--- config.mk ---
export PLATFORM = sky130hd
export DESIGN_NAME = urm_mode_config
export DESIGN_NICKNAME = d
export VERILOG_FILES = /design/src/design/urm_pkg.sv /design/src/design/urm_serial_target.sv /design/src/design/urm_mode_config.sv
export SDC_FILE = /design/constraint.sdc
export NUM_CORES = 1
export LEC_CHECK = 0
export BUFFER_PORTS_ARGS = -buffer_cell sky130_fd_sc_hd__buf_2
export CAP_MARGIN = 5
export CORE_MARGIN = 5
export CORE_UTILIZATION = 35
export DETAILED_ROUTE_END_ITERATION = 8
export PLACE_DENSITY_LB_ADDON = 0.1
export SLEW_MARGIN = 10
export SYNTH_ARGS = -nofsm -noshare
export SYNTH_HDL_FRONTEND = slang
export SYNTH_SLANG_ARGS = --single-unit
export TNS_END_PERCENT = 30
--- constraint.sdc ---
create_clock -name ref_clk -period 5.8 [get_ports ref_clk]
set_input_delay 1.16 -clock ref_clk [delete_from_list [all_inputs] [get_ports ref_clk]]
set_output_delay 1.16 -clock ref_clk [all_outputs]
set_load 0.02 [all_outputs]
--- src/design/urm_pkg.sv ---
// Shared constants and types for the redriver mode and configuration block.
package urm_pkg;

  localparam longint CLK_HZ        = 40_000_000;
  localparam longint RST_PW_MIN_US = 100;
  // Least low time on the disable pin, rounded up to whole cycles.
  localparam int unsigned RST_PW_CYC =
    int'((RST_PW_MIN_US * CLK_HZ + 64'd999_999) / 64'd1_000_000);

  localparam logic [6:0] DEV_ADDR = 7'h2C;

  localparam logic [7:0] OFS_TRANS  = 8'h01;
  localparam logic [7:0] OFS_CFG    = 8'h03;
  localparam logic [7:0] OFS_STATIC = 8'h0E;
  localparam logic [7:0] OFS_GAIN   = 8'h25;

  localparam int unsigned TRANS_LSB  = 4;
  localparam int unsigned STATIC_LSB = 0;
  localparam int unsigned CFG_BIT    = 0;

  // Hardware-set values for the reserved parts of the transition, static and configuration registers, and for the configuration bit.
  localparam logic [3:0] TRANS_RSVD_RST  = 4'h0;
  localparam logic [3:0] STATIC_RSVD_RST = 4'h0;
  localparam logic [6:0] CFG_RSVD_RST    = 7'h00;
  localparam logic       CFG_ACTIVE_RST  = 1'b1;

  localparam logic [3:0] TRANS_LVL0 = 4'h0;
  localparam logic [3:0] TRANS_LVL1 = 4'h3;
  localparam logic [3:0] TRANS_LVL2 = 4'h6;
  localparam logic [3:0] TRANS_LVL3 = 4'h8;

  localparam logic [3:0] STATIC_LVL0  = 4'h0;
  localparam logic [3:0] STATIC_LVL12 = 4'h2;
  localparam logic [3:0] STATIC_LVL3  = 4'h6;

  localparam logic [7:0] GAIN_CODE_LOW  = 8'h00;
  localparam logic [7:0] GAIN_CODE_MID  = 8'h44;
  localparam logic [7:0] GAIN_CODE_HIGH = 8'h77;

  localparam logic [7:0] UNMAPPED_READ = 8'h00;

  typedef enum logic [1:0] {
    GAIN_SEL_LOW  = 2'h0,
    GAIN_SEL_MID  = 2'h1,
    GAIN_SEL_HIGH = 2'h2
  } urm_gain_sel_t;

  typedef enum logic [5:0] {
    MODE_SHUTDOWN = 6'h01,
    MODE_DISCONN  = 6'h02,
    MODE_LOWFULL  = 6'h04,
    MODE_HIGH     = 6'h08,
    MODE_COMPLY   = 6'h10,
    MODE_CFG_HOLD = 6'h20
  } urm_mode_t;

endpackage

--- src/design/urm_serial_target.sv ---
// Two-wire serial target that turns bus transfers into byte register accesses.
module urm_serial_target
  import urm_pkg::*;
(
  input  wire logic       ref_clk,
  input  wire logic       reset,
  input  wire logic       enable,
  input  wire logic       scl_s,
  input  wire logic       sda_s,
  output logic            sda_oe,
  output logic            wr_stb,
  output logic [7:0]      wr_addr,
  output logic [7:0]      wr_data,
  output logic [7:0]      rd_addr,
  input  wire logic [7:0] rd_data
);

  typedef enum logic [6:0] {
    ST_IDLE   = 7'h01,
    ST_ADDR   = 7'h02,
    ST_ACK_A  = 7'h04,
    ST_WR     = 7'h08,
    ST_ACK_W  = 7'h10,
    ST_RD     = 7'h20,
    ST_RD_ACK = 7'h40
  } urm_st_t;

  urm_st_t    state_r;
  logic       scl_q_r;
  logic       sda_q_r;
  logic [3:0] cnt_r;
  logic [7:0] shift_r;
  logic [7:0] ptr_r;
  logic       rw_r;
  logic       first_r;
  logic       acked_r;
  logic       start_c;
  logic       stop_c;
  logic       rise_c;
  logic       fall_c;

  assign start_c = scl_s & scl_q_r & sda_q_r & ~sda_s;
  assign stop_c  = scl_s & scl_q_r & ~sda_q_r & sda_s;
  assign rise_c  = scl_s & ~scl_q_r;
  assign fall_c  = ~scl_s & scl_q_r;
  assign rd_addr = ptr_r;
  assign wr_addr = ptr_r;

  always_ff @(posedge ref_clk) begin
    if (reset) begin
      scl_q_r <= 1'b1;
      sda_q_r <= 1'b1;
    end else begin
      scl_q_r <= scl_s;
      sda_q_r <= sda_s;
    end
  end

  always_ff @(posedge ref_clk) begin
    if (reset || !enable) begin
      state_r <= ST_IDLE;
      cnt_r   <= 4'h0;
      shift_r <= 8'h00;
      ptr_r   <= 8'h00;
      rw_r    <= 1'b0;
      first_r <= 1'b0;
      acked_r <= 1'b0;
      sda_oe  <= 1'b0;
      wr_stb  <= 1'b0;
      wr_data <= 8'h00;
    end else begin
      wr_stb <= 1'b0;
      if (start_c) begin
        state_r <= ST_ADDR;
        cnt_r   <= 4'h0;
        sda_oe  <= 1'b0;
      end else if (stop_c) begin
        state_r <= ST_IDLE;
        sda_oe  <= 1'b0;
      end else begin
        unique case (state_r)
          ST_IDLE: begin
          end
          ST_ADDR, ST_WR: begin
            if (rise_c && cnt_r != 4'h8) begin
              shift_r <= {shift_r[6:0], sda_s};
              cnt_r   <= cnt_r + 4'h1;
            end else if (fall_c && cnt_r == 4'h8) begin
              if (state_r == ST_ADDR) begin
                if (shift_r[7:1] == DEV_ADDR) begin
                  sda_oe  <= 1'b1;
                  rw_r    <= shift_r[0];
                  state_r <= ST_ACK_A;
                end else begin
                  state_r <= ST_IDLE;
                end
              end else begin
                sda_oe  <= 1'b1;
                state_r <= ST_ACK_W;
                if (first_r) begin
                  ptr_r <= shift_r;
                end else begin
                  wr_stb  <= 1'b1;
                  wr_data <= shift_r;
                end
              end
            end
          end
          ST_ACK_A: begin
            if (fall_c) begin
              cnt_r <= 4'h0;
              if (rw_r) begin
                sda_oe  <= ~rd_data[7];
                shift_r <= {rd_data[6:0], 1'b0};
                cnt_r   <= 4'h1;
                state_r <= ST_RD;
              end else begin
                sda_oe  <= 1'b0;
                first_r <= 1'b1;
                state_r <= ST_WR;
              end
            end
          end
          ST_ACK_W: begin
            if (fall_c) begin
              sda_oe  <= 1'b0;
              cnt_r   <= 4'h0;
              state_r <= ST_WR;
              first_r <= 1'b0;
              // In writes the offset advances after each data byte, not after the offset byte.
              if (!first_r) begin
                ptr_r <= ptr_r + 8'h01;
              end
            end
          end
          ST_RD: begin
            if (fall_c) begin
              if (cnt_r == 4'h8) begin
                sda_oe  <= 1'b0;
                ptr_r   <= ptr_r + 8'h01;
                state_r <= ST_RD_ACK;
              end else begin
                sda_oe  <= ~shift_r[7];
                shift_r <= {shift_r[6:0], 1'b0};
                cnt_r   <= cnt_r + 4'h1;
              end
            end
          end
          ST_RD_ACK: begin
            if (rise_c) begin
              acked_r <= ~sda_s;
            end else if (fall_c) begin
              if (acked_r) begin
                sda_oe  <= ~rd_data[7];
                shift_r <= {rd_data[6:0], 1'b0};
                cnt_r   <= 4'h1;
                state_r <= ST_RD;
              end else begin
                state_r <= ST_IDLE;
              end
            end
          end
          default: begin
            state_r <= ST_IDLE;
          end
        endcase
      end
    end
  end

endmodule

--- src/design/urm_mode_config.sv ---
// Mode control, strap sampling and configuration registers of the redriver.

module urm_mode_config
  import urm_pkg::*;
(
  input  wire logic       ref_clk,
  input  wire logic       reset,
  input  wire logic       chip_disable_n,
  input  wire logic       scl_i,
  output logic            scl_o,
  output logic            scl_oe,
  input  wire logic       sda_i,
  output logic            sda_o,
  output logic            sda_oe,
  output logic            hs_pin_o,
  output logic            hs_pin_oe,
  input  wire logic [1:0] boost_strap,
  input  wire logic [1:0] receive_gain_select,
  input  wire logic       dp_pullup,
  input  wire logic       dm_pullup,
  input  wire logic       hs_handshake_ok,
  input  wire logic       fixture_detect,
  input  wire logic       disconnect_detect,
  output logic            attach_detected_flag,
  output logic            highspeed_active_flag,
  output logic            compensation_en,
  output logic            eye_test_mode,
  output logic            serial_mode,
  output logic [3:0]      transition_emphasis_code,
  output logic [3:0]      static_emphasis_code,
  output logic [7:0]      receive_gain_code
);

  localparam int unsigned NSYNC = 12;

  logic [NSYNC-1:0] sync1_r;
  logic [NSYNC-1:0] sync2_r;
  logic             en_s;
  logic             scl_s;
  logic             sda_s;
  logic             dp_s;
  logic             dm_s;
  logic             hs_ok_s;
  logic             fixture_s;
  logic             disc_s;
  logic [1:0]       boost_s;
  urm_gain_sel_t    gain_s;

  urm_mode_t        mode_r;
  urm_mode_t        mode_nxt;
  logic [11:0]      low_cnt_r;
  logic             low_valid;
  logic             hs_resume_r;
  logic             release_c;
  logic             serial_nxt;

  logic [7:0]       trans_reg_r;
  logic [7:0]       cfg_reg_r;
  logic [7:0]       static_reg_r;
  logic [7:0]       gain_reg_r;
  logic [3:0]       trans_strap;
  logic [3:0]       static_strap;
  logic [7:0]       gain_strap;

  logic             wr_stb;
  logic [7:0]       wr_addr;
  logic [7:0]       wr_data;
  logic [7:0]       rd_addr;
  logic [7:0]       rd_data;
  logic             bus_sda_oe;

  // Every pin-level input is brought onto ref_clk through two flops.
  always_ff @(posedge ref_clk) begin
    if (reset) begin
      sync1_r <= '0;
      sync2_r <= '0;
    end else begin
      sync1_r <= {chip_disable_n, scl_i, sda_i, dp_pullup, dm_pullup,
                  hs_handshake_ok, fixture_detect, disconnect_detect,
                  boost_strap, receive_gain_select};
      sync2_r <= sync1_r;
    end
  end

  assign en_s      = sync2_r[11];
  assign scl_s     = sync2_r[10];
  assign sda_s     = sync2_r[9];
  assign dp_s      = sync2_r[8];
  assign dm_s      = sync2_r[7];
  assign hs_ok_s   = sync2_r[6];
  assign fixture_s = sync2_r[5];
  assign disc_s    = sync2_r[4];
  assign boost_s   = sync2_r[3:2];
  assign gain_s    = urm_gain_sel_t'(sync2_r[1:0]);

  // Qualify disable width.
  // Short glitches on the disable pin are ignored, so a bouncing line
  // cannot knock a live link out of high speed.
  always_ff @(posedge ref_clk) begin
    if (reset) begin
      low_cnt_r <= 12'h000;
    end else if (en_s) begin
      low_cnt_r <= 12'h000;
    end else if (low_cnt_r != 12'(RST_PW_CYC)) begin
      low_cnt_r <= low_cnt_r + 12'h001;
    end
  end

  assign low_valid = (low_cnt_r == 12'(RST_PW_CYC));
  // Release waits until the width counter has cleared, so the mode
  // decision still sees the high-speed resume flag from the shutdown.
  assign release_c = (mode_r == MODE_SHUTDOWN) && en_s && !low_valid;
  // Both bus lines high selects serial mode.
  assign serial_nxt = scl_s & sda_s;

  always_comb begin
    unique case (boost_s)
      2'h0: begin
        trans_strap  = TRANS_LVL0;
        static_strap = STATIC_LVL0;
      end
      2'h1: begin
        trans_strap  = TRANS_LVL1;
        static_strap = STATIC_LVL12;
      end
      2'h2: begin
        trans_strap  = TRANS_LVL2;
        static_strap = STATIC_LVL12;
      end
      2'h3: begin
        trans_strap  = TRANS_LVL3;
        static_strap = STATIC_LVL3;
      end
    endcase
  end

  always_comb begin
    unique case (gain_s)
      GAIN_SEL_LOW:  gain_strap = GAIN_CODE_LOW;
      GAIN_SEL_MID:  gain_strap = GAIN_CODE_MID;
      GAIN_SEL_HIGH: gain_strap = GAIN_CODE_HIGH;
      default:       gain_strap = GAIN_CODE_MID;
    endcase
  end

  always_comb begin
    mode_nxt = mode_r;
    if (low_valid) begin
      mode_nxt = MODE_SHUTDOWN;
    end else begin
      unique case (mode_r)
        MODE_SHUTDOWN: begin
          if (en_s) begin
            if (hs_resume_r) begin
              mode_nxt = MODE_COMPLY;
            end else if (serial_nxt && CFG_ACTIVE_RST) begin
              mode_nxt = MODE_CFG_HOLD;
            end else begin
              mode_nxt = MODE_DISCONN;
            end
          end
        end
        MODE_DISCONN: begin
          if (fixture_s) begin
            mode_nxt = MODE_COMPLY;
          end else if (dp_s || dm_s) begin
            mode_nxt = MODE_LOWFULL;
          end
        end
        MODE_LOWFULL: begin
          if (disc_s) begin
            mode_nxt = MODE_DISCONN;
          end else if (hs_ok_s) begin
            mode_nxt = MODE_HIGH;
          end
        end
        MODE_HIGH, MODE_COMPLY: begin
          if (disc_s) begin
            mode_nxt = MODE_DISCONN;
          end
        end
        MODE_CFG_HOLD: begin
          if (!cfg_reg_r[CFG_BIT]) begin
            mode_nxt = MODE_DISCONN;
          end
        end
        default: mode_nxt = MODE_SHUTDOWN;
      endcase
      if (serial_mode && cfg_reg_r[CFG_BIT] && mode_r != MODE_SHUTDOWN) begin
        mode_nxt = MODE_CFG_HOLD;
      end
    end
  end

  always_ff @(posedge ref_clk) begin
    if (reset) begin
      mode_r      <= MODE_SHUTDOWN;
      hs_resume_r <= 1'b0;
      serial_mode <= 1'b0;
    end else begin
      mode_r <= mode_nxt;
      if (mode_r == MODE_HIGH && mode_nxt == MODE_SHUTDOWN) begin
        hs_resume_r <= 1'b1;
      end else if (release_c) begin
        hs_resume_r <= 1'b0;
      end
      if (release_c) begin
        serial_mode <= serial_nxt;
      end
    end
  end

  // Mode flags and compensation controls come from flops.
  always_ff @(posedge ref_clk) begin
    if (reset) begin
      attach_detected_flag  <= 1'b0;
      highspeed_active_flag <= 1'b0;
      compensation_en       <= 1'b0;
      eye_test_mode         <= 1'b0;
    end else begin
      attach_detected_flag  <= (mode_nxt == MODE_LOWFULL) ||
                               (mode_nxt == MODE_HIGH);
      highspeed_active_flag <= (mode_nxt == MODE_HIGH) ||
                               (mode_nxt == MODE_COMPLY);
      compensation_en       <= (mode_nxt == MODE_HIGH) ||
                               (mode_nxt == MODE_COMPLY);
      eye_test_mode         <= (mode_nxt == MODE_COMPLY);
    end
  end

  // Strap mode pin use.
  // The shared pins stay undriven in shutdown so the bus straps can be
  // read cleanly on release.
  always_ff @(posedge ref_clk) begin
    if (reset) begin
      scl_oe    <= 1'b0;
      hs_pin_oe <= 1'b0;
    end else begin
      scl_oe    <= (mode_nxt != MODE_SHUTDOWN) &&
                   !(release_c ? serial_nxt : serial_mode);
      hs_pin_oe <= (mode_nxt != MODE_SHUTDOWN) &&
                   !(release_c ? serial_nxt : serial_mode);
    end
  end

  assign scl_o    = attach_detected_flag;
  assign hs_pin_o = highspeed_active_flag;
  assign sda_o    = 1'b0;
  assign sda_oe   = bus_sda_oe;

  assign transition_emphasis_code = trans_reg_r[TRANS_LSB +: 4];
  assign static_emphasis_code     = static_reg_r[STATIC_LSB +: 4];
  assign receive_gain_code        = gain_reg_r;

  always_ff @(posedge ref_clk) begin
    if (reset) begin
      trans_reg_r  <= 8'h00;
      static_reg_r <= 8'h00;
      gain_reg_r   <= 8'h00;
      cfg_reg_r    <= {CFG_RSVD_RST, CFG_ACTIVE_RST};
    end else if (release_c) begin
      trans_reg_r  <= {trans_strap, TRANS_RSVD_RST};
      static_reg_r <= {STATIC_RSVD_RST, static_strap};
      gain_reg_r   <= gain_strap;
      cfg_reg_r    <= {CFG_RSVD_RST, CFG_ACTIVE_RST};
    end else if (wr_stb && serial_mode) begin
      unique case (wr_addr)
        OFS_TRANS:  trans_reg_r  <= wr_data;
        OFS_CFG:    cfg_reg_r    <= wr_data;
        OFS_STATIC: static_reg_r <= wr_data;
        OFS_GAIN:   gain_reg_r   <= wr_data;
        default:    trans_reg_r  <= trans_reg_r;
      endcase
    end
  end

  always_comb begin
    unique case (rd_addr)
      OFS_TRANS:  rd_data = trans_reg_r;
      OFS_CFG:    rd_data = cfg_reg_r;
      OFS_STATIC: rd_data = static_reg_r;
      OFS_GAIN:   rd_data = gain_reg_r;
      default:    rd_data = UNMAPPED_READ;
    endcase
  end

  urm_serial_target u_target (
    .ref_clk (ref_clk),
    .reset   (reset),
    .enable  (serial_mode && mode_r != MODE_SHUTDOWN),
    .scl_s   (scl_s),
    .sda_s   (sda_s),
    .sda_oe  (bus_sda_oe),
    .wr_stb  (wr_stb),
    .wr_addr (wr_addr),
    .wr_data (wr_data),
    .rd_addr (rd_addr),
    .rd_data (rd_data)
  );

endmodule

# == Word level (Yosys, flattened, before mapping) ==
# Index checks and enable logic that the tools add are counted.
# word_totals
regBits,122
latch_bits,0
mem_bits_rw,0
mem_bits_ro,0
in_bits,14
out_inout_bits,27
elab_cells,252
mem_count,0
# op_classes
add_sub_neg,3
multipliers,0
div_mod_pow,0
n_lt_le_gt_ge,0
n_eq_ne,58
n_shift,0
n_mux,88
n_bitwise,22
reduce_logical,52
# op_table
cell,n
$mux 8,22
$mux 6,13
$pmux 8 s4,2
$mux 7,8
$mux 4,11
$pmux 7 s6,1
$pmux 6 s5,1
$ne 4x1->1 const B,6
$pmux 8 s3,1
$reduce_and 11->1,2
$ne 2x1->1 const B,10
$pmux 4 s5,1
$reduce_and 10->1,2
$mux 1,19
$reduce_and 9->1,2
$pmux 4 s4,1
$eq 7x6->1 const B,2
$not 1->1,14
$pmux 7 s2,1
$reduce_and 7->1,2
$add 12x1->12 const B,1
$eq 12x12->1 const B,1
$eq 6x1->1 const B,2
$eq 6x3->1 const B,2
other kinds (47),96

# == Longest topological paths before layout ==
# Gate-level depths: netlist of the first run.
# depth
depth_word,10
mapped_depth,10
ltp_nobuf,8

# == Cells and area by module ==
# From an unflattened synthesis of the first run, not the netlist that was laid out.
# unflattened
cells_unflattened,693
hier_area_um2,6140.9
# by_module_without_submodules
mod,instances,cells_per_inst,area_per_inst_um2,seq_area_each_um2
urm_mode_config,1,386,3607.2,1601.5
urm_serial_target,1,307,2533.7,840.8

# == Worst setup path before layout of the first run ==
# OpenSTA, ideal clock, no wires.
# synth_path
path_kind,flip-flop to flip-flop
startpoint,register u_target.state_r[2]
endpoint,register u_target.cnt_r[3]
setup_ps,70
arrival_ps,2189
required_time_ps,5730
slack_ps,3541
path_stages_with_launch,8
path_buffers,1
synth_period_minus_slack_ps,2259
cell_sequence,dfxtp_1 > buf_6 > or4_4 > or3_4 > o21ai_4 > nand4_4 > or4_1 > a21oi_1
# synth_between
elab_chain_cells,4
elab_cells_between_ends,18
cone_classes,eq/ne: 14; mux: 1; reduce/logical: 3
# synth_rtl
item,line,text
from (decl),urm_serial_target.sv:28,urm_st_t state_r;
from (signal assigned),urm_serial_target.sv:61,state_r <= ST_IDLE;
from (signal assigned),urm_serial_target.sv:74,state_r <= ST_ADDR;
from (signal assigned),urm_serial_target.sv:78,state_r <= ST_IDLE;
$eq 7x4->1 or $eq 7x2->1 (tied branches),urm_serial_target.sv:81,unique case (state_r)
$reduce_or 2->1,urm_serial_target.sv:81,
$reduce_bool 5->1 (no source line) or $ne 2x1->1 (tied branches),n/a,
$reduce_and 10->1 (no source line),n/a,
to (signal assigned),urm_serial_target.sv:87,cnt_r <= cnt_r + 4'h1;
to (signal assigned),urm_serial_target.sv:145,cnt_r <= cnt_r + 4'h1;
to (decl),urm_serial_target.sv:31,logic [3:0] cnt_r;
# Parallel ways exist; a longest one is shown, timed or not.
# A chain may end at the register's enable or synchronous reset.

# == Worst setup path after layout of the first run ==
# layout_path
startpoint,register u_target.state_r[2]
endpoint,register u_target.ptr_r[6] (netlist: u_target.rd_addr[6])
# layout_between
elab_chain_cells,4
elab_cells_between_ends,16
cone_classes,eq/ne: 12; mux: 1; reduce/logical: 3
# layout_rtl
item,line,text
$eq 7x4->1 or $eq 7x2->1 (tied branches),"urm_serial_target.sv:81, urm_serial_target.sv:89",
$reduce_or 2->1,urm_serial_target.sv:81,
"$ne 2x1->1 (no source line), or another cell as far along",n/a,
$reduce_and 11->1 (no source line),n/a,
to (signal assigned),urm_serial_target.sv:101,ptr_r <= shift_r;
to (signal assigned),urm_serial_target.sv:132,ptr_r <= ptr_r + 8'h01;
to (signal assigned),urm_serial_target.sv:140,ptr_r <= ptr_r + 8'h01;
to (decl),urm_serial_target.sv:33,logic [7:0] ptr_r;
# Parallel ways exist; a longest one is shown, timed or not.

==> results of run 1 <==
## state kept, by name, indices dropped and copies added (netlist names), 4 cells and up
name,count
cfg_reg_r,8
low_cnt_r,12
mode_r,6
receive_gain_code,8
static_reg_r,8
sync1_r,12
sync2_r,12
trans_reg_r,8
u_target.cnt_r,4
u_target.rd_addr,8
u_target.shift_r,8
u_target.state_r,7
u_target.wr_data,8
## final timing paths
| check | startpoint | to | cells after the start |
|---|---|---|---|
| worst min-delay path | sync1_r[5] | sync2_r[5] | 1 |
| worst max-delay path | u_target.state_r[2] | u_target.rd_addr[6] | 6 |
| worst min register to register | sync1_r[5] | sync2_r[5] | 1 |
| worst max register to register | u_target.state_r[2] | u_target.rd_addr[6] | 6 |
## cell type report
| class | count | share of cell area, % |
|---|---|---|
| inverter | 20 | 1.08 |
| tap | 225 | 4.06 |
| timing repair buffer | 42 | 3.14 |
| multi-input combinational | 522 | 47.8 |
| clock inverter | 13 | 2.40 |
| clock buffer | 18 | 6.33 |
| sequential | 122 | 35.2 |
## power groups by stage
stage               Sequential, mW  Combinational (mW)  Clock [mW]
floorplan                    0.884              0.0526           0
global placement             0.887              0.0685           0
detailed placement           0.888              0.0695           0
CTS                          0.870              0.0697        1.11
global route                 0.871              0.0768        1.15
finish                       0.870              0.0687        1.09
## stage by stage
step	power (mW)	std cells	instance area, µm²
detailed placement	0.957	931	6330
global route	2.10	962	6930
CTS	2.05	962	6930
global placement	0.956	931	6330
finish	2.02	962	6930
floorplan	0.937	722	6110
## kinds of logic (layout without fill, tap and decap cells)
group	count (synthesis)	after routing	synth area share, %
AOI/OAI and AO/OA	150	150	16.2
xor gates and xnor gates	16	16	2.30
adders and majority gates	11	11	2.25
buffers and inverters	78	93	5.76
DFF	122	122	40.0
muxes	41	41	6.72
other	1	1	0.0614
and+or+nand+nor	303	303	26.7
## cell usage in the layout, fill, tap and decap left out, drive strengths merged, types with 5 or more instances in the layout
cell / instances
a211oi: 16
a21oi: 45
a22o: 8
a22oi: 10
a31oi: 6
and2: 6
and3: 11
buf: 42
clkbuf: 18
dfxtp: 122
ha: 11
inv: 24
mux2i: 41
nand2: 50
nand2b: 11
nand3: 30
nand3b: 5
nand4: 7
nand4b: 9
nor2: 82
nor2b: 33
nor3: 20
nor4: 5
o211ai: 11
o21ai: 28
or2: 7
or3: 8
or4: 5
xnor2: 5
xor2: 11
## worst max-delay path, delay by kind of cell (launching register included)
family / cells / cell delay [ps]
AO/OA/AOI/OAI: 2 / 240
flip-flops: 1 / 490
AND/OR/NAND/NOR: 4 / 2000
## routing by layer
metal / GRT usage [%] / vias to the layer above / share of wire [%]
li1: - / 2569 / -
met1: 22.7 / 2480 / 47
met2: 25.9 / 151 / 46
met3: 3.43 / 19 / 5.8
met4: 5.71 / 0 / 1.4
met5: 0 / - / 0
==> flow_summary.yaml, run 1 <==
routing:
  ant_nets: 0
  drt-vias-per-instance: 5.43
  vias: 5219
  drt-initial-drc-count: 372
  wirelength_um: 16200
  wl_per_cell_um: 16.9
  drt-pass1-iter-count: 4
  drc_errors: 0
grt:
  grt_max_degree: 46
  antenna_found_initial: 0
  first_global_vias: 4902
  overflow: 0
  grt_use_total_pct: 16.5
  grt_pass1_wl_um: 26500
placement:
  preCtsSetupSlack_ps: 2800
  hpwl_um: 11800
  place.gp.congestion: 0.917
  port_buffers: 39
setup_path:
  critPathLaunchType: "register"
  regToRegSetupSlack_ps: 2980
  arrival_ps: 3160
  crit_chain: "or4_4 -> nor3_2 -> a31oi_1 -> nand4b_1 -> or2_2 -> a21oi_1"
  max_stage_delay_ps: 640
  crit_slowest_cell: "or4_4"
  critical_path_class: "register to register"
  end_kind: "register"
  required_ps: 6140
  crit_path_max_fanout: 18
yosys:
  ys_types: 67
  syn_avg_cell_area_um2: 8.46
  synth.top_cell.area_share_pct: 40.0
  syn_inst: 722
  yosysMostFrequentCell: "dfxtp_1"
  yosys.area.top_type: "dfxtp_1"
  async_flop_share_pct: 0
  ys.flop_type: "dfxtp_1"
  ys_top_cells_by_area: "dfxtp_1 (40%), mux2i_1 (6.7%), nor2_1 (5.0%), a21oi_1 (3.7%), nor2b_1 (3.4%)"
  synthesis.nets: 747
  ys.warnings.count: 0
  ys_ff_latch: 122
  ys_top_cells_by_count: "dfxtp_1 (122), nor2_1 (82), nand2_1 (50)"
  synth_area_um2: 6110
  yosysSeqAreaShare_pct: 40.0
  synth_edf_count: 0
power:
  power.static_leakage_nw: 2.67
  p_sw_uw: 455
  seqPwrFrac_pct: 43.0
  ir_worst_vdd_v: 0.000209
  pwr-share-clk_pct: 53.6
  powerDensity_nw_per_um2: 292
  power_switching_share_pct: 22.5
  p_int_mw: 1.57
  combPwrFrac_pct: 3.4
layout:
  fillers: 1729
  post-route-util_pct: 40.2
  diodes: 0
  regArea_um2: 2440
  layout.nets: 750
  drive_gt1_share_pct: 12.5
  multi_input_area_um2: 3310
  syn2layout_area_growth_pct: 13.6
timing:
  slew-limit-headroom_pct: 37.3
  setup_tns_ps: 0
  slew_violations: 0
  rsz0062_at_grt: "no"
  max_freq_mhz: 355
  layout_setup_ws_ps: 2980
  final-hold-violation-count: 0
  worst_pin_slew_ps: 939
  setup_viol: 0
  skew_ps: 13.7
  hold_slack_ps: 436
  final.period_utilization_pct: 48.6
  period_needed_ps: 2820
clock_tree:
  post_cts_resized: 0
  clock-sinks: 122
  cts_max_path_buffers: 2
  tritoncts: "yes"
  post-cts-setup-buffers: 0
  cts_buffers: 17
  cts-hold-fix-buffers: 0
  clock_latency_ps: 420
  path_clk_slew_ps: 60
  cts-root-buf: "clkbuf_16"
  h-tree-depth: 4
floorplan:
  core_um2: 17200
  rows: 48
  io_pins: 41
  die_y_um: 142
  die-area_um2: 20200
  die_width_um: 142
  start_util_pct: 35.4
run:
  maxCapViolations: 0
hold_path:
  hold_path_class: "register to register"
status:
  status: "finished clean"
No activity file was read; power rests on OpenSTA's default activity.
==> run 2, diff against run 1 <==
==> constraint.sdc (replaced) <==
create_clock -name ref_clk -period 2.25 [get_ports ref_clk]
set_input_delay 0.45 -clock ref_clk [delete_from_list [all_inputs] [get_ports ref_clk]]
set_output_delay 0.45 -clock ref_clk [all_outputs]
set_load 0.02 [all_outputs]
==> flow_summary.yaml, run 2 (synthesized netlist as in run 1, its figures left out) <==
layout:
  drive_gt1_share_pct: 20.3
  post-route-util_pct: 43.2
  largestRegisters: "low_cnt_r: 12 flops, sync1_r: 12 flops, sync2_r: 12 flops"
  layout_commonest_cell: "dfxtp_1"
  diodes: 0
  syn2layout_area_growth_pct: 22.1
  final_cell_mix: "dfxtp_1 (120), nor2_1 (81), buf_4 (65)"
  fin_area_um2: 7450
  layout.nets: 814
placement:
  port_buffers: 39
  place_area_um2: 6810
  place.gp.congestion: 0.860
  hpwl_um: 12800
floorplan:
  die_width_um: 142
  die-area_um2: 20200
  io_pins: 41
  die_y_um: 142
  rows: 48
  start_util_pct: 35.4
  core_um2: 17200
timing:
  setup_viol: 0
  period_needed_ps: 2210
  final-hold-violation-count: 0
  slew-limit-headroom_pct: 67.2
  skew_ps: 5.07
  worst_pin_slew_ps: 488
  setup_tns_ps: 0
  max_freq_mhz: 453
  slew_violations: 0
  rsz0062_at_grt: "yes"
  final.period_utilization_pct: 98.1
  hold_slack_ps: 242
setup_path:
  r2r_start: "u_target.state_r[4]"
  max_stage_delay_ps: 590
  crit_slowest_cell: "or4_4"
  crit_family: "simple AND/OR/NAND/NOR gates"
  critPathLaunchType: "register"
  path_buf_inv: 0
  regToRegSetupSlack_ps: 40
  startpoint: "u_target.state_r[4]"
  required_ps: 2600
  crit_path_max_fanout: 7
  arrival_ps: 2550
  end_kind: "register"
  crit_chain: "or4_4 -> or3_4 -> o21ai_4 -> nand4_4 -> or4_1 -> a21oi_1"
  critical_path_class: "register to register"
grt:
  grt_use_total_pct: 16.8
  overflow: 0
  grt_max_degree: 31
  grt_pass1_wl_um: 26800
  antenna_found_initial: 0
  first_global_vias: 5145
clock_tree:
  clock-sinks: 122
  cts_buffers: 17
  tritoncts: "yes"
  h-tree-depth: 4
  cts-root-buf: "clkbuf_16"
  clock_latency_ps: 410
  cts-hold-fix-buffers: 0
  cts_max_path_buffers: 2
  path_clk_slew_ps: 50
routing:
  drt-pass1-iter-count: 5
  drt-initial-drc-count: 417
  drt-vias-per-instance: 5.23
  wl_per_cell_um: 16.5
  wirelength_um: 16900
  drc_errors: 0
  ant_nets: 0
  vias: 5366
run:
  maxCapViolations: 0
power:
  ir_worst_vdd_v: 0.000645
  power_mw: 5.13
  power_switching_share_pct: 21.8
  p_int_mw: 4.02
  combPwrFrac_pct: 4.0
  power.static_leakage_nw: 2.99
  powerDensity_nw_per_um2: 689
  pwr-share-clk_pct: 52.4
  p_sw_mw: 1.12
  seqPwrFrac_pct: 43.6
status:
  status: "finished clean"
hold_path:
  hold_path_class: "input port to register"
  min_from: "dm_pullup"
run 2: cell types whose count changed in the layout (fill, tap and decap cells not counted), sizes merged:
cell | previous run | this run
clkbuf | 18 | 19
inv | 24 | 21
buf | 42 | 106
clkinv | 3 | 5
run 2: path summary, 6_finish.rpt:
kind	end	cells after the start
worst min-delay path	sync1_r[7]	2
worst max-delay path	u_target.cnt_r[2]	6
worst max register to register	u_target.cnt_r[2]	6
worst min register to register	sync2_r[4]	1
run 2: power groups by stage:
stage          Clock (mW)  Sequential, mW  Combinational (mW)
2_1_floorplan           0            2.28               0.136
3_3_place_gp            0            2.28               0.203
3_5_place_dp            0            2.28               0.205
4_1_cts              2.75            2.24               0.206
5_1_grt              2.84            2.24               0.225
6_report             2.69            2.24               0.204
run 2: worst reg2reg max path, delay by kind of cell, from the launching register on:
family	cells	cell delay, ps
AO/OA/AOI/OAI	2	240
AND/OR/NAND/NOR	4	1600
flip-flops	1	310
run 2: metal layers:
layer	global-route usage [%]	up-vias	share of wire, %
li1	-	2683	-
met1	22.7	2515	47
met2	26.4	144	46
met3	3.43	24	4.5
met4	6.46	0	1.9
met5	0	-	0
run 2: final cells by class:
| type | instances | area (µm²) |
|---|---|---|
| Clock buffer | 19 | 433 |
| Clock inverter | 12 | 150 |
| Fill cell | 1700 | 9780 |
| Sequential cell | 122 | 2440 |
| Tap cell | 225 | 282 |
| Multi-Input combinational cell | 522 | 3350 |
| Inverter | 20 | 75.1 |
| Timing Repair Buffer | 106 | 723 |
run 2: timing repair:
item                                    in CTS  in global routing
gates resized for setup                      2                  9
setup buffers                                0                  3
pin swaps                                    0                  6
gates cloned                                 0                  0
endpoints found under the setup margin       1                 22
run 2: metrics by stage:
step / setup WS, ps / cells
global route: -15.5 / 1026
global placement: -138 / 992
CTS: 15.2 / 1023
floorplan: 30.5 / 722
detailed placement: -196 / 992
finish: 43.6 / 1026
==> run 3, diff against run 2 <==
--- a/config.mk
+++ b/config.mk
@@ -5,7 +5,7 @@
 export SDC_FILE = /design/constraint.sdc
 export NUM_CORES = 1
 export LEC_CHECK = 0
-export BUFFER_PORTS_ARGS = -buffer_cell sky130_fd_sc_hd__buf_2
+export BUFFER_PORTS_ARGS = -buffer_cell sky130_fd_sc_hd__buf_4
 export CAP_MARGIN = 5
 export CORE_MARGIN = 5
 export CORE_UTILIZATION = 35
==> constraint.sdc (replaced) <==
create_clock -name ref_clk -period 2.25 [get_ports ref_clk]
set_input_delay 0.225 -clock ref_clk [delete_from_list [all_inputs] [get_ports ref_clk]]
set_output_delay 0.225 -clock ref_clk [all_outputs]
set_load 0.02 [all_outputs]
==> flow_summary.yaml, run 3 (synthesized netlist as in run 1, its figures left out) <==
routing:
  wirelength_um: 17000
  ant_nets: 0
  drc_errors: 0
  drt-initial-drc-count: 510
  drt-vias-per-instance: 5.31
  vias: 5424
  drt-pass1-iter-count: 5
  wl_per_cell_um: 16.6
setup_path:
  crit_path_max_fanout: 6
  arrival_ps: 2520
  required_ps: 2590
  critPathLaunchType: "register"
  r2r_start: "u_target.state_r[0]"
  reg2reg_to: "u_target.cnt_r[1]"
  r2r_cells: 7
  critical_path_class: "register to register"
  regToRegSetupSlack_ps: 70
  end_kind: "register"
layout:
  multi_input_area_um2: 3330
  layout.nets: 808
  post-route-util_pct: 43.6
  drive_gt1_share_pct: 19.2
  regArea_um2: 2440
  fin_area_um2: 7520
  final_cell_mix: "dfxtp_1 (121), buf_4 (98), nor2_1 (82)"
  layout_commonest_cell: "dfxtp_1"
  instances_no_fill: 1021
  diodes: 0
  syn2layout_area_growth_pct: 23.2
  largestRegisters: "low_cnt_r: 12 flops, sync1_r: 12 flops, sync2_r: 12 flops"
  fillers: 1707
timing:
  final-hold-violation-count: 0
  slew_violations: 0
  setup_viol: 0
  period_needed_ps: 2180
  worst_pin_slew_ps: 606
  final.period_utilization_pct: 96.9
  rsz0062_at_grt: "yes"
  slew-limit-headroom_pct: 59.4
  skew_ps: 6.81
  max_freq_mhz: 459
  layout_setup_ws_ps: 69.6
clock_tree:
  clock-sinks: 122
  tritoncts: "yes"
  cts_buffers: 17
  cts_max_path_buffers: 2
  clock_latency_ps: 410
  cts-root-buf: "clkbuf_16"
  path_clk_slew_ps: 50
  h-tree-depth: 4
floorplan:
  core_um2: 17200
  die_y_um: 142
  io_pins: 41
  die_width_um: 142
  rows: 48
  start_util_pct: 35.4
  die-area_um2: 20200
placement:
  place.gp.congestion: 0.898
  hpwl_um: 12900
  preCtsSetupSlack_ps: -28.0
  numPlacedInstances: 988
  port_buffers: 39
  place_area_um2: 6880
hold_path:
  hold_path_class: "input port to register"
  hold_path_depth: 2
  holdPathEnd: "sync1_r[9]"
  min_from: "sda_i"
grt:
  overflow: 0
  grt_max_degree: 46
  first_global_vias: 5158
  grt_use_total_pct: 17.0
  grt_pass1_wl_um: 27300
  antenna_found_initial: 0
power:
  power.static_leakage_nw: 2.99
  powerDensity_nw_per_um2: 707
  ir_worst_vdd_v: 0.000522
run:
  maxCapViolations: 0
status:
  status: "finished clean"
run 3: through the flow:
step	hold slack, ps	setup TNS (ps)	total power, mW
2_1_floorplan	353	0	2.41
3_3_place_gp	430	-13.2	2.50
3_5_place_dp	430	-28.0	2.50
4_1_cts	9.37	0	5.38
5_1_grt	11.7	-28.8	5.49
6_report	25.0	0	5.31
run 3: cell type report:
type | instances | area share [%]
Clock buffer | 20 | 5.94
Clock inverter | 12 | 2.28
Inverter | 20 | 0.998
Multi-Input combinational cell | 522 | 44.2
Sequential cell | 122 | 32.5
Tap cell | 225 | 3.74
Timing Repair Buffer | 100 | 10.3
run 3: how the worst max path moves through the flow:
stage                        endpoint  depth (start not counted)           startpoint
finish              u_target.cnt_r[1]                          7  u_target.state_r[0]
global route        u_target.cnt_r[1]                         10    u_target.cnt_r[1]
CTS                 u_target.cnt_r[1]                          9    u_target.cnt_r[1]
detailed placement    u_target.sda_oe                          7  u_target.state_r[6]
global placement      u_target.sda_oe                          7  u_target.state_r[0]
floorplan           u_target.cnt_r[3]                          7  u_target.state_r[2]
run 3: repair_timing:
| action | 4_1_cts | 5_1_grt |
|---|---|---|
| buffers inserted | 0 | 1 |
| gates resized for setup | 1 | 4 |
| hold buffers | 0 | 0 |
| endpoints found under the setup margin | 1 | 14 |
| pin swaps | 0 | 2 |
run 3: critical path, stage by stage, from the launching register on:
cell and delay (ps):
dfxtp_1 310, or4_4 580, or3_4 380, o21ai_4 90
nand4_4 140, buf_4 170, or3_1 290, a21oi_1 150
run 3: routing by layer:
layer	GRT usage [%]	share of wire, %	vias up
met5	0	0	-
met4	5.51	2.0	0
met3	4.57	4.5	24
met2	27.1	46	131
met1	22.3	47	2584
li1	-	-	2685
run 3: report_power, final:
group | internal (mW) | leakage [nW] | switching [mW]
clock | 1.88 | 0.296 | 0.982
sequential | 2.20 | 0.991 | 0.0320
combinational | 0.0974 | 1.70 | 0.121
total | 4.18 | 2.99 | 1.14
